--- src/logic/tmi_pkg.sv ---
`default_nettype none
package tmi_pkg;
  // ==========================================================================
  // register byte addresses (word aligned)
  localparam logic [7:0] TMI_ADDR_RUN    = 8'h00; // timer_run_control_reg
  localparam logic [7:0] TMI_ADDR_PRESC  = 8'h04; // prescaler_reset_reg
  localparam logic [7:0] TMI_ADDR_PCLK   = 8'h08; // peripheral_clock_reg
  localparam logic [7:0] TMI_ADDR_PSTOP  = 8'h0C; // peripheral_clock_stop_reg
  localparam logic [7:0] TMI_ADDR_POL    = 8'h10; // output_polarity_reg
  localparam logic [7:0] TMI_ADDR_MODE0  = 8'h20; // channel_mode_reg, ch0
  localparam logic [7:0] TMI_ADDR_CSS0   = 8'h40; // count_source_select_reg
  localparam logic [7:0] TMI_ADDR_TMR0   = 8'h60; // timer_count_reload_reg
  localparam logic [7:0] TMI_ADDR_SEC0   = 8'h80; // secondary_reload_reg
  // ==========================================================================
  // channel_mode_reg fields
  localparam int TMI_MR_MODE_LSB  = 0;
  localparam int TMI_MR_PULSE     = 2;
  localparam int TMI_MR_GATE_LSB  = 3;
  localparam int TMI_MR_SRC_LSB   = 6;
  localparam logic [1:0] TMI_MODE_INTERVAL = 2'h0;
  localparam logic [1:0] TMI_GATE_LOW  = 2'h2;
  localparam logic [1:0] TMI_GATE_HIGH = 2'h3;
  // count_source_select_reg: bit 3 extended enable, bits 2:0 code
  localparam int TMI_CS_EXT = 3;
  localparam logic [2:0] TMI_EXT_F1   = 3'h0;
  localparam logic [2:0] TMI_EXT_F8   = 3'h1;
  localparam logic [2:0] TMI_EXT_F32  = 3'h2;
  localparam logic [2:0] TMI_EXT_F64  = 3'h3;
  localparam logic [2:0] TMI_EXT_OCO  = 3'h5;
  localparam logic [2:0] TMI_EXT_SUB  = 3'h6;
  localparam logic [1:0] TMI_SRC_F1F2 = 2'h0;
  localparam logic [1:0] TMI_SRC_F8   = 2'h1;
  localparam logic [1:0] TMI_SRC_F32  = 2'h2;
  localparam logic [1:0] TMI_SRC_SUB  = 2'h3;
  // ==========================================================================
  localparam logic [7:0]  TMI_RST_BYTE  = 8'h00;
  localparam logic [15:0] TMI_RST_COUNT = 16'h0000;
  localparam logic [7:0]  TMI_RST_PSTOP = 8'h00;
  localparam int TMI_ACK_CYCLES = 1;
  typedef enum logic [2:0] {
    TMI_T_OFF  = 3'h0, TMI_T_F1  = 3'h1, TMI_T_F2  = 3'h2, TMI_T_F8 = 3'h3,
    TMI_T_F32  = 3'h4, TMI_T_F64 = 3'h5, TMI_T_OCO = 3'h6, TMI_T_SUB = 3'h7
  } tmi_src_t;
endpackage : tmi_pkg
`default_nettype wire

--- src/logic/tmi_timer.sv ---
// Summary of operation
// - interval mode counts one of seven internal sources only
// - 16-bit counter decrements per tick, reloads on underflow, keeps going
// - underflow period is n+1 ticks for any n from 0000h to FFFFh
// - writing 1 to the run bit starts the channel
// - writing 0 to the run bit stops the channel
// - each underflow raises the channel interrupt request
// - reading the timer register returns the live counter
// - stopped: timer write loads both counter and reload register
// - counting: timer write loads reload register only, counter at next reload; before the first tick after start it loads the counter too
// - gate option lets the input pin level suspend counting
// - pulse output toggles the output pin on every underflow
// - normal polarity: output low while the run bit is 0
// - inverted polarity: output high while the run bit is 0
// - writing 1 to the prescaler reset bit clears the divider
// - secondary reload register is unused in interval mode
// - gate field 10 counts while pin low, 11 while pin high
// - operation mode field 00 selects interval mode
// - mode source bits act only when extended select is 0
// - reload on tick after reaching 0000h; first tick after start counts
//
// Local design decisions: the register addresses and the Wishbone interface to the registers.
`timescale 1ns/1ns
`default_nettype none
module tmi_timer
  import tmi_pkg::*;
#(
  parameter int NCH = 5
) (
  input  wire logic           sys_clk,
  input  wire logic           srst,
  input  wire logic           clk_en,
  input  wire logic           wb_cyc_i,
  input  wire logic           wb_stb_i,
  input  wire logic           wb_we_i,
  input  wire logic [7:0]     wb_adr_i,
  input  wire logic [3:0]     wb_sel_i,
  input  wire logic [31:0]    wb_dat_i,
  output logic      [31:0]    wb_dat_o,
  output logic                wb_ack_o,
  input  wire logic           slow_onchip_oscillator,
  input  wire logic           sub_clock_source,
  input  wire logic [NCH-1:0] timer_gate_input_pin,
  output logic      [NCH-1:0] timer_pulse_output_pin,
  output logic      [NCH-1:0] timer_pulse_output_oe,
  output logic      [NCH-1:0] timer_irq
);
  // ==========================================================================
  // bus decode
  logic [NCH-1:0] run;
  logic           halved_clock_select_bit;
  logic           base_clock_stop_bit;
  logic [NCH-1:0] pol;
  logic [7:0]     mode   [NCH];
  logic [7:0]     css    [NCH];
  logic [15:0]    cnt    [NCH];
  logic [15:0]    rld    [NCH];
  logic [15:0]    sec    [NCH];
  logic [NCH-1:0] started;
  logic [5:0]     presc;
  logic           osc_q;
  logic           sub_q;
  logic           req;
  logic           wr;
  logic [31:0]    next_rdata;

  assign req = wb_cyc_i && wb_stb_i && !wb_ack_o && clk_en;
  assign wr  = req && wb_we_i;

  function automatic logic [7:0] merge8(input logic [7:0] old);
    merge8 = wb_sel_i[0] ? wb_dat_i[7:0] : old;
  endfunction : merge8

  function automatic logic [15:0] merge16(input logic [15:0] old);
    merge16 = {wb_sel_i[1] ? wb_dat_i[15:8] : old[15:8],
               wb_sel_i[0] ? wb_dat_i[7:0]  : old[7:0]};
  endfunction : merge16

  // ==========================================================================
  // global control registers
  always_ff @(posedge sys_clk) begin
    if (srst) begin
      run                     <= '0;
      halved_clock_select_bit <= 1'b0;
      base_clock_stop_bit     <= 1'b0;
      pol                     <= '0;
    end else if (wr && wb_sel_i[0]) begin
      unique case (wb_adr_i)
        TMI_ADDR_RUN:   run <= wb_dat_i[NCH-1:0];
        TMI_ADDR_PCLK:  halved_clock_select_bit <= wb_dat_i[0];
        TMI_ADDR_PSTOP: base_clock_stop_bit <= wb_dat_i[0];
        TMI_ADDR_POL:   pol <= wb_dat_i[NCH-1:0];
        default: ;
      endcase
    end
  end

  // ==========================================================================
  // prescaler and tick strobes; slow sources are edge sampled
  logic tick_f1;
  logic tick_f2;
  logic tick_f8;
  logic tick_f32;
  logic tick_f64;
  logic tick_oco;
  logic tick_sub;

  always_ff @(posedge sys_clk) begin
    if (srst) begin
      presc <= '0;
      osc_q <= 1'b0;
      sub_q <= 1'b0;
    end else if (clk_en) begin
      osc_q <= slow_onchip_oscillator;
      sub_q <= sub_clock_source;
      if (wr && wb_adr_i == TMI_ADDR_PRESC && wb_sel_i[0] && wb_dat_i[0])
        presc <= '0;
      else if (!base_clock_stop_bit)
        presc <= presc + 6'h01;
    end
  end

  // f1 is gated off by the stop bit, software must keep it at 0
  assign tick_f1  = !base_clock_stop_bit;
  assign tick_f2  = tick_f1 && presc[0];
  assign tick_f8  = tick_f1 && (presc[2:0] == 3'h7);
  assign tick_f32 = tick_f1 && (presc[4:0] == 5'h1F);
  assign tick_f64 = tick_f1 && (presc == 6'h3F);
  assign tick_oco = slow_onchip_oscillator && !osc_q;
  assign tick_sub = sub_clock_source && !sub_q;

  // the halved-clock bit is an argument so the continuous assignment that
  // calls this function re-evaluates when software flips it
  function automatic tmi_src_t pick_src(input logic [7:0] m,
                                        input logic [7:0] c,
                                        input logic       h);
    tmi_src_t s;
    s = TMI_T_OFF;
    if (c[TMI_CS_EXT]) begin
      unique case (c[2:0])
        TMI_EXT_F1:  s = TMI_T_F1;
        TMI_EXT_F8:  s = TMI_T_F8;
        TMI_EXT_F32: s = TMI_T_F32;
        TMI_EXT_F64: s = TMI_T_F64;
        TMI_EXT_OCO: s = TMI_T_OCO;
        TMI_EXT_SUB: s = TMI_T_SUB;
        default:     s = TMI_T_OFF;
      endcase
    end else begin
      unique case (m[TMI_MR_SRC_LSB +: 2])
        TMI_SRC_F1F2: s = h ? TMI_T_F1 : TMI_T_F2;
        TMI_SRC_F8:   s = TMI_T_F8;
        TMI_SRC_F32:  s = TMI_T_F32;
        TMI_SRC_SUB:  s = TMI_T_SUB;
      endcase
    end
    pick_src = s;
  endfunction : pick_src

  // ==========================================================================
  // per-channel registers and counter
  genvar gi;
  generate
    for (gi = 0; gi < NCH; gi++) begin : g_ch
      localparam logic [7:0] OFS = 8'(gi * 4);
      tmi_src_t src;
      logic     tick;
      logic     gate_ok;
      logic     counting;
      logic     mode_ok;
      logic     tmr_wr;
      logic [1:0] gsel;

      assign src  = pick_src(mode[gi], css[gi], halved_clock_select_bit);
      assign tick = (src == TMI_T_F1  && tick_f1)  ||
                    (src == TMI_T_F2  && tick_f2)  ||
                    (src == TMI_T_F8  && tick_f8)  ||
                    (src == TMI_T_F32 && tick_f32) ||
                    (src == TMI_T_F64 && tick_f64) ||
                    (src == TMI_T_OCO && tick_oco) ||
                    (src == TMI_T_SUB && tick_sub);
      assign gsel    = mode[gi][TMI_MR_GATE_LSB +: 2];
      assign gate_ok = (gsel == TMI_GATE_LOW)  ? !timer_gate_input_pin[gi] :
                       (gsel == TMI_GATE_HIGH) ?  timer_gate_input_pin[gi] :
                       1'b1;
      assign mode_ok = mode[gi][TMI_MR_MODE_LSB +: 2] == TMI_MODE_INTERVAL;
      assign counting = run[gi] && mode_ok && gate_ok && clk_en;
      assign tmr_wr   = wr && wb_adr_i == TMI_ADDR_TMR0 + OFS;

      always_ff @(posedge sys_clk) begin
        if (srst) begin
          mode[gi] <= TMI_RST_BYTE;
          css[gi]  <= TMI_RST_BYTE;
          sec[gi]  <= TMI_RST_COUNT;
        end else if (wr) begin
          if (wb_adr_i == TMI_ADDR_MODE0 + OFS) mode[gi] <= merge8(mode[gi]);
          if (wb_adr_i == TMI_ADDR_CSS0 + OFS)  css[gi]  <= merge8(css[gi]);
          // stored only, no effect on counting
          if (wb_adr_i == TMI_ADDR_SEC0 + OFS)  sec[gi]  <= merge16(sec[gi]);
        end
      end

      // started marks that the first tick after start has arrived, so a
      // write before it still loads the counter directly
      always_ff @(posedge sys_clk) begin
        if (srst) begin
          cnt[gi]     <= TMI_RST_COUNT;
          rld[gi]     <= TMI_RST_COUNT;
          started[gi] <= 1'b0;
          timer_irq[gi] <= 1'b0;
          timer_pulse_output_pin[gi] <= 1'b0;
          timer_pulse_output_oe[gi]  <= 1'b0;
        end else if (clk_en) begin
          timer_irq[gi] <= 1'b0;
          timer_pulse_output_oe[gi] <= mode[gi][TMI_MR_PULSE];
          if (!run[gi]) begin
            started[gi] <= 1'b0;
            timer_pulse_output_pin[gi] <= pol[gi];
          end
          if (tmr_wr) begin
            rld[gi] <= merge16(rld[gi]);
            if (!started[gi] || !run[gi])
              cnt[gi] <= merge16(cnt[gi]);
          end
          if (counting && tick && !(tmr_wr && !started[gi])) begin
            started[gi] <= 1'b1;
            if (cnt[gi] == 16'h0000) begin
              cnt[gi] <= tmr_wr ? merge16(rld[gi]) : rld[gi];
              timer_irq[gi] <= 1'b1;
              if (mode[gi][TMI_MR_PULSE])
                timer_pulse_output_pin[gi] <= !timer_pulse_output_pin[gi];
            end else begin
              cnt[gi] <= cnt[gi] - 16'h0001;
            end
          end
        end
      end
    end
  endgenerate

  // ==========================================================================
  // read mux and single-cycle ack
  always_comb begin
    next_rdata = '0;
    unique case (wb_adr_i)
      TMI_ADDR_RUN:   next_rdata[NCH-1:0] = run;
      TMI_ADDR_PCLK:  next_rdata[0] = halved_clock_select_bit;
      TMI_ADDR_PSTOP: next_rdata[0] = base_clock_stop_bit;
      TMI_ADDR_POL:   next_rdata[NCH-1:0] = pol;
      default: begin
        for (int i = 0; i < NCH; i++) begin
          if (wb_adr_i == TMI_ADDR_MODE0 + 8'(i * 4))
            next_rdata[7:0] = mode[i];
          if (wb_adr_i == TMI_ADDR_CSS0 + 8'(i * 4))
            next_rdata[7:0] = css[i];
          if (wb_adr_i == TMI_ADDR_TMR0 + 8'(i * 4))
            next_rdata[15:0] = cnt[i];
          if (wb_adr_i == TMI_ADDR_SEC0 + 8'(i * 4))
            next_rdata[15:0] = sec[i];
        end
      end
    endcase
  end

  always_ff @(posedge sys_clk) begin
    if (srst) begin
      wb_ack_o <= 1'b0;
      wb_dat_o <= '0;
    end else if (clk_en) begin
      wb_ack_o <= req;
      wb_dat_o <= req ? next_rdata : 32'h0000_0000;
    end
  end
endmodule : tmi_timer
`default_nettype wire

--- config.mk ---
export PLATFORM = sky130hd
export DESIGN_NAME = tmi_timer
export DESIGN_NICKNAME = d
export VERILOG_FILES = /design/src/logic/tmi_pkg.sv /design/src/logic/tmi_timer.sv
export SDC_FILE = /design/constraint.sdc
export NUM_CORES = 1
export LEC_CHECK = 0
export ABC_AREA = 1
export BUFFER_PORTS_ARGS = -buffer_cell sky130_fd_sc_hd__buf_2
export CORE_MARGIN = 2
export CORE_UTILIZATION = 56
export DETAILED_ROUTE_END_ITERATION = 10
export PLACE_DENSITY = 0.82
export SKIP_CTS_REPAIR_TIMING = 1
export SYNTH_ARGS = -nofsm -noshare
export SYNTH_HDL_FRONTEND = slang
export SYNTH_SLANG_ARGS = --single-unit
--- constraint.sdc ---
create_clock -name sys_clk -period 2.7 [get_ports sys_clk]
set_input_delay 0.27 -clock sys_clk [delete_from_list [all_inputs] [get_ports sys_clk]]
set_output_delay 0.27 -clock sys_clk [all_outputs]
set_load 0.1 [all_outputs]
# Word-level counts from Yosys, hierarchy flattened
# Memories as Yosys holds them, arrays and structs flattened.
# Cells that the tools add are included.
# Widths: inputs -> output; s select.
# classes
addsub,6
eq_ne,118
muxes,321
bitwise_logic,35
n_reduce_logical,181
# op_table
operator,count
$mux 16,43
$mux 8,60
$mux 1,197
$eq 3x3->1 const B,31
$pmux 3 s6,5
$logic_and 1x1->1,84
$eq 8x7->1 const B,10
$logic_not 16->1,5
$sub 16x1->16 const B,5
$eq 3x2->1 const B,20
$pmux 3 s4,5
$eq 2x2->1 const B,20
$eq 8x6->1 const B,5
$eq 8x8->1 const B,5
$logic_or 1x1->1,35
$or 1x1->1,35
$eq 3x1->1 const B,10
$logic_not 1->1,29
$logic_not 2->1,10
$reduce_and 2->1,10
$eq 8x4->1 const B,2
$logic_not 3->1,5
$mux 3,5
$mux 6,2
14 further kinds,23
# totals
register_bits,73
ramBits,320
in_bits,57
output_inout_bits,48
elab_cells,695
mem_count,5
# memory_table
name,depth,width,rd,rd_ports_with_merged_regs,write_ports,line_no,source
cnt,5,16,5,0,5,tmi_timer.sv:56,logic [15:0] cnt [NCH];
rld,5,16,5,0,5,tmi_timer.sv:57,logic [15:0] rld [NCH];
sec,5,16,5,0,5,tmi_timer.sv:58,logic [15:0] sec [NCH];
css,5,8,5,0,5,tmi_timer.sv:55,logic [7:0] css [NCH];
mode,5,8,5,0,5,tmi_timer.sv:54,logic [7:0] mode [NCH];

# Depth between registers and ports, before layout
# Gate-level depths: netlist (run 1).
# depth
depth_word,25
depth_mapped,20
mapped_depth_nobuf,20

# Least setup slack after synthesis (run 1)
# Ideal clock, no wire load.
# synth_timing
path_kind,reg2reg
start,reg wb_ack_o
end,"mem css[4][0], enable pin"
arrival_time_ns,2.616
path_slack_ns,-0.300
stages_incl_launch_ff,9
path_buffers,1
cell_sequence,dfxtp_1 inv_1 nand4_4 inv_2 nand2_4 nor2_1 buf_2 nand2_1 o21ai_0
# synth_rtl
item,line_no,source
"start, declared",tmi_timer.sv:40,"output logic wb_ack_o,"
"start signal, assigned",tmi_timer.sv:270,wb_ack_o <= req;
"end, declared",tmi_timer.sv:55,

==> impl_metrics.toml, run 1 <==
[sta]
hold_viol = 2
fmax_mhz = 368
slew_headroom_pct = 33.8
report.final.slew_viol_count = 0
hold_slack_ps = -13.9
rsz0062_at_grt = "true"
finalClockSkew_ps = 26.9
setup_viol_count_final = 1
worst_slack_ps = -15.3
tightest_slew_ps = 993
finalCritPeriodShare_pct = 101
layout_min_cycle_time_ps = 2720

[yosys]
synth_simple_gate_area_share_pct = 24.8
yosysWarnings = 0
synth_cell_type_count = 67
syn-cell-area_um2 = 21600
synthXorXnorAreaFrac_pct = 2.11
synthAdderAreaFrac_pct = 0.464
synth_top_family_by_area = "simple AND/OR/NAND/NOR gates"
synth_compound_area_share_pct = 14.5
ys.flop_type = "edfxtp_1"
ys_ff_latch = 377
syn_avg_cell_area_um2 = 8.21
synthArstFlopShare_pct = 0
synthMuxAreaShare_pct = 0
synthCells = 2624
seq_area_frac_synth_pct = 49.9
synth_edf_count = 320

[clock_network]
clkSinkCount = 377
root_buffer = "clkbuf_16"
ctsHtreeMaxLevel = 2
clk_latency_ps = 580
cts_buffers = 42
clk_pin_slew_worst_paths_ps = 60
cts_max_path_buffers = 3
cts_tree = "built"

[detailed_routing]
vias_per_cell = 6.06
ant_nets = 0
drtPass1Iterations = 6
routedWlPerCell_um = 21.8
wirelength_um = 73900
vias = 20547
drc = 0
drt_iter0_markers = 2959

[grt]
grt_pass1_vias = 18976
groute.usage.overall_pct = 35.9
overflow = 0
grt_pass1_wl_um = 110000
grt_max_degree = 65
antenna_found_initial = 3

[placement]
port_buffers = 70
dp.cells = 3274
gp_congestion = 0.995
hpwl_um = 53900

[final_layout]
stdcell_count = 3392
layout_common_cells = "nand2_1, nor2_1, edfxtp_1"
fill_cells = 3000
area_delta_synth_final_pct = 18.0
final_common_cell = "nand2_1"
final_util_pct = 67.3
drive_gt1_share_pct = 18.5
nets = 2912

[worst_hold_path]
hold_class = "input port to flop"

[floorplanning]
io_pins = 105
rows = 71
start_util_pct = 57.1
fp.coreArea_um2 = 37800
die_h_um = 200
die-area_um2 = 40100
dieWidth_um = 200

[critical_path]
crit_type = "flop to flop"
worst-path-max-fanout = 4
crit_path_start_kind = "flop"
endpoint_kind = "flop"
arrival_ps = 3040
worst_ep_required_time_ps = 3030

[status]
status = "finished, violations left"
violations = "negative hold slack, negative setup slack"

[job]
drv_cap = 0

[power]
p_per_area_nw_per_um2 = 535
peakVddDrop_mv = 0.427
power_leakage_uw = 0.0106
finalPower_uw = 13600
per-stage QoR:
| stage | hold WS, ps | TNS (ps) | cell area [µm²] | setup slack (ps) |
|---|---|---|---|---|
| after detailed placement | 434 | -4050 | 23300 | -358 |
| after CTS | -20.4 | -4700 | 24700 | -371 |
| after floorplan | 423 | 0 | 21600 | 128 |
| after global routing | 8.50 | -4150 | 25400 | -156 |
| final | -13.9 | -15.3 | 25400 | -15.3 |
| after global placement | 436 | -2510 | 23300 | -274 |
area by class of cell:
cell class,instances,area (µm²),share of cell area (%)
antenna,1,2.50,0.00984
clock buffer,63,1190,4.69
clock inverter,14,153,0.600
inverter,320,1240,4.86
multi-input combinational,1829,9440,37.1
sequential,377,10800,42.3
tap,511,639,2.52
timing repair buffer,277,2000,7.88
worst paths after layout:
check,start,to,slack (ps),depth (start not counted)
max,cnt[0][0]$_DFFE_PP_,cnt[0][4]$_DFFE_PP_,-20,19
min,sub_clock_source,sub_q$_SDFFE_PP0P_,-10,3
max reg2reg,cnt[0][0]$_DFFE_PP_,cnt[0][4]$_DFFE_PP_,-20,19
min reg2reg,timer_irq[1]$_SDFFE_PP0P_,timer_irq[1]$_SDFFE_PP0P_,440,2
routing by layer:
layer | GRT usage (%) | share of wire, % | vias to the layer above
met5 | 0 | 0.018 | -
met4 | 17.2 | 5.5 | 2
met3 | 7.47 | 14 | 275
met2 | 54.8 | 44 | 1509
met1 | 49.0 | 37 | 9520
li1 | - | - | 9241
synthesized netlist by cell type, drive strengths merged, types with 28 or more instances:
cell type,count,area [µm²]
nand2,625,2430
nor2,429,1780
edfxtp,320,9610
inv,308,1170
o21ai,269,1360
a21oi,96,488
nand3,75,418
clkbuf,62,233
dfxtp,57,1140
buf,51,342
nand4,45,303
o211ai,36,285
xor2,33,289
nor3,28,186
o221ai,28,270
report_power, final:
part	internal (µW)	switching, µW	leakage, µW	total (µW)
sequential	6480	121	0.00373	6610
combinational	300	934	0.00616	1230
clock	3340	2430	0.000655	5760
worst max-delay path, cell delays in order, from the launching register on:
cell      delay, ps
edfxtp_1        410
inv_2           100
ha_4            140
inv_4            40
nor2_4          120
nand2_2          70
nor3_2          140
nand2_1         100
nor2_2          120
nand2_2          70
inv_2            70
nand3_2          80
nor2_1          100
nand2_1         100
nor2_4          170
clkinv_4         90
buf_6           130
buf_4           130
o21ai_1         190
a32oi_1          80
sequential cells by signal (all words and copies together) (netlist names):
| register | flops |
|---|---|
| cnt | 80 |
| rld | 80 |
| sec | 80 |
| css | 40 |
| mode | 40 |
| wb_dat_o | 16 |
| presc | 6 |
| pol | 5 |
| run | 5 |
| started | 5 |
| timer_irq | 5 |
| timer_pulse_output_oe | 5 |
| timer_pulse_output_pin | 5 |
| base_clock_stop_bit | 1 |
| halved_clock_select_bit | 1 |
| osc_q | 1 |
| sub_q | 1 |
| wb_ack_o | 1 |
cell families (layout without fill, tap and decap cells):
family          count (synthesis)  after routing
compound gates                520            520
xor+xnor                       52             52
fa+ha+maj                       8              8
buf+inv                       433            674
flops                         377            377
other cells                     1             17
simple gates                 1233           1233
Note: power is estimated with default switching activity, not from simulation.
==> inputs of run 2 (changes only) <==
- ABC_AREA: 1 -> default
- CORE_UTILIZATION: 56 -> 40
- PLACE_DENSITY: 0.82 -> 0.63
==> run 2 against run 1 <==
Compared with the run above: the flow finishes with violations (negative setup slack); clock skew shrank 12 ps; die area grew 39%; flip-flop and latch count is the same; first-iteration DRC count shrank 8.9%; worst setup slack lost 53 ps; sequential power shrank 0.8%; clock-buffer cell count shrank 13; critical endpoint is now cnt[4][3]$_SDFFCE_PN0P_; cell area grew 8.6%.
==> impl_metrics.toml, run 2 <==
[detailed_routing]
vias = 20418
drc = 0
drtPass1Iterations = 6
routedWlPerCell_um = 26.9
ant_nets = 0
wirelength_um = 87700
drt_iter0_markers = 2697
vias_per_cell = 6.25

[worst_hold_path]
holdPathStages = 3
hold_end = "cnt[2][13]$_DFFE_PP_"
hold_class = "input port to flop"
hp-start = "wb_dat_i[13]"

[floorplanning]
io_pins = 105
rows = 85
start_util_pct = 40.3
die_h_um = 236
dieWidth_um = 236
fp.coreArea_um2 = 53600
die-area_um2 = 55900

[placement]
port_buffers = 70
pre_cts_slack_ps = -792
dp.cells = 3149
gp_congestion = 0.958
hpwl_um = 62900

[critical_path]
rrSetupSlack_ps = -70
r2r_cells = 7
crit_path_start_kind = "flop"
worst_ep_required_time_ps = 3040
slowest_delay_ps = 600
r2r_start = "cnt[4][4]$_SDFFCE_PN0P_"
cp-startpoint = "cnt[4][4]$_SDFFCE_PN0P_"
endpoint_kind = "flop"
cp_cell_sequence = "or3_4, or4_4, or4_4, nor3_2, a21oi_1, a21o_1, a32o_1"
r2r-end = "cnt[4][3]$_SDFFCE_PN0P_"
worst-path-max-fanout = 7
arrival_ps = 3110
crit_type = "flop to flop"
cpMaxStageDelayCell = "or4_4"
path_common_cell = "or4_4"

[grt]
grt_pass1_vias = 19148
antenna_found_initial = 0
grt_pass1_wl_um = 125000
groute.usage.overall_pct = 30.2
overflow = 0
grt_max_degree = 66

[yosys]
synth_cell_type_count = 87
synthCells = 2178
yosysWarnings = 0
synthTopCellsByCount = "edfxtp_1, nand2_1, a21oi_1"
yosys.area.top_type_share_pct = 44.5
syn-cell-area_um2 = 21600
synthArstFlopShare_pct = 0
synth_top_area_cell = "edfxtp_1"
ys.flop_type = "edfxtp_1"
seq_area_frac_synth_pct = 49.8
yosys-top-cells-area = "edfxtp_1, dfxtp_1, a21oi_1"
synth_edf_count = 320
syn_avg_cell_area_um2 = 9.92
yosysMostFrequentCell = "edfxtp_1"
ys_ff_latch = 377

[job]
drv_cap = 0

[sta]
setup_viol_count_final = 7
tns_ps = -219
rsz0062_at_grt = "true"
finalClockSkew_ps = 14.9
tightest_slew_ps = 664
slew_headroom_pct = 55.4
report.final.slew_viol_count = 0
fmax_mhz = 361
hold_viol = 0
worst_slack_ps = -68.4
layout_min_cycle_time_ps = 2770
hold_slack_ps = 112
finalCritPeriodShare_pct = 103

[status]
status = "finished, violations left"
violations = "negative setup slack"

[clock_network]
clk_latency_ps = 590
root_buffer = "clkbuf_16"
ctsHtreeMaxLevel = 2
cts_max_path_buffers = 3
cts_tree = "built"
clk_pin_slew_worst_paths_ps = 60
cts_buffers = 42
clkSinkCount = 377

[final_layout]
area_delta_synth_final_pct = 27.7
top_regs = "cnt x80, rld x80, sec x80"
drive_gt1_share_pct = 26.3
stdcell_count = 3265
final_common_cell = "buf_4"
nets = 2599
fill_cells = 4859
layout_common_cells = "buf_4, edfxtp_1, nand2_1"

[power]
power_leakage_uw = 0.0107
peakVddDrop_mv = 0.397
finalPower_uw = 14100
p_per_area_nw_per_um2 = 509
-- run 2: report_power, final --
group	leakage, µW	switching, µW	internal (µW)	total (µW)
logic	0.00620	951	437	1390
clock network	0.000699	2580	3530	6110
registers	0.00384	122	6440	6560
total	0.0107	3650	10400	14100
-- run 2: how the worst max path moves through the flow --
stage                                     to  slack (ps)  cells past startpoint
global placement    cnt[4][10]$_SDFFCE_PN0P_        -720                     10
floorplan            cnt[4][9]$_SDFFCE_PN0P_        -120                      8
global route         cnt[4][5]$_SDFFCE_PN0P_        -120                      7
detailed placement   cnt[4][8]$_SDFFCE_PN0P_        -790                     10
CTS                  cnt[4][9]$_SDFFCE_PN0P_        -730                      8
finish               cnt[4][3]$_SDFFCE_PN0P_         -70                      7
-- run 2: cells by family (layout without fill, tap and decap cells) --
family	after synthesis	count (layout)	synth area share, %
compound gates	603	603	19.3
fa+ha+maj	8	8	0.463
buf+inv	215	590	4.18
flops	377	377	49.8
mux	60	60	2.83
xor+xnor	69	69	2.80
other cells	1	17	0.0174
simple gates	845	845	20.7
-- run 2: layout make-up --
type / instances / area (µm²) / share of cell area [%]
Multi-Input combinational cell: 1601 / 10700 / 38.7
Inverter: 41 / 158 / 0.571
Timing Repair Buffer: 471 / 3690 / 13.4
Clock inverter: 28 / 310 / 1.12
Tap cell: 696 / 871 / 3.16
Clock buffer: 50 / 1110 / 4.03
Sequential cell: 377 / 10800 / 39.0
Antenna cell: 1 / 2.50 / 0.00907
-- run 2: worst max-delay path, delay by kind of cell (launching register included) --
family / cells / cell delay [ps]
compound gates: 3 / 480
simple gates: 4 / 1650
flops: 1 / 390
-- run 2: metal layers --
layer / vias up / global-route usage, % / routed length (µm) / part of all wire [%]
met2: 1158 / 47.1 / 39700 / 45
met4: 0 / 14.1 / 4450 / 5.1
met3: 232 / 3.77 / 8250 / 9.4
met5: - / 0 / 0 / 0
li1: 8961 / - / - / -
met1: 10067 / 41.8 / 35300 / 40
-- run 2: through the flow --
stage          utilization (%)  area, µm²
2_1_floorplan                -      21700
3_3_place_gp              46.9      25100
3_5_place_dp              46.9      25100
4_1_cts                   49.5      26600
5_1_grt                   51.5      27600
6_report                  51.5      27600
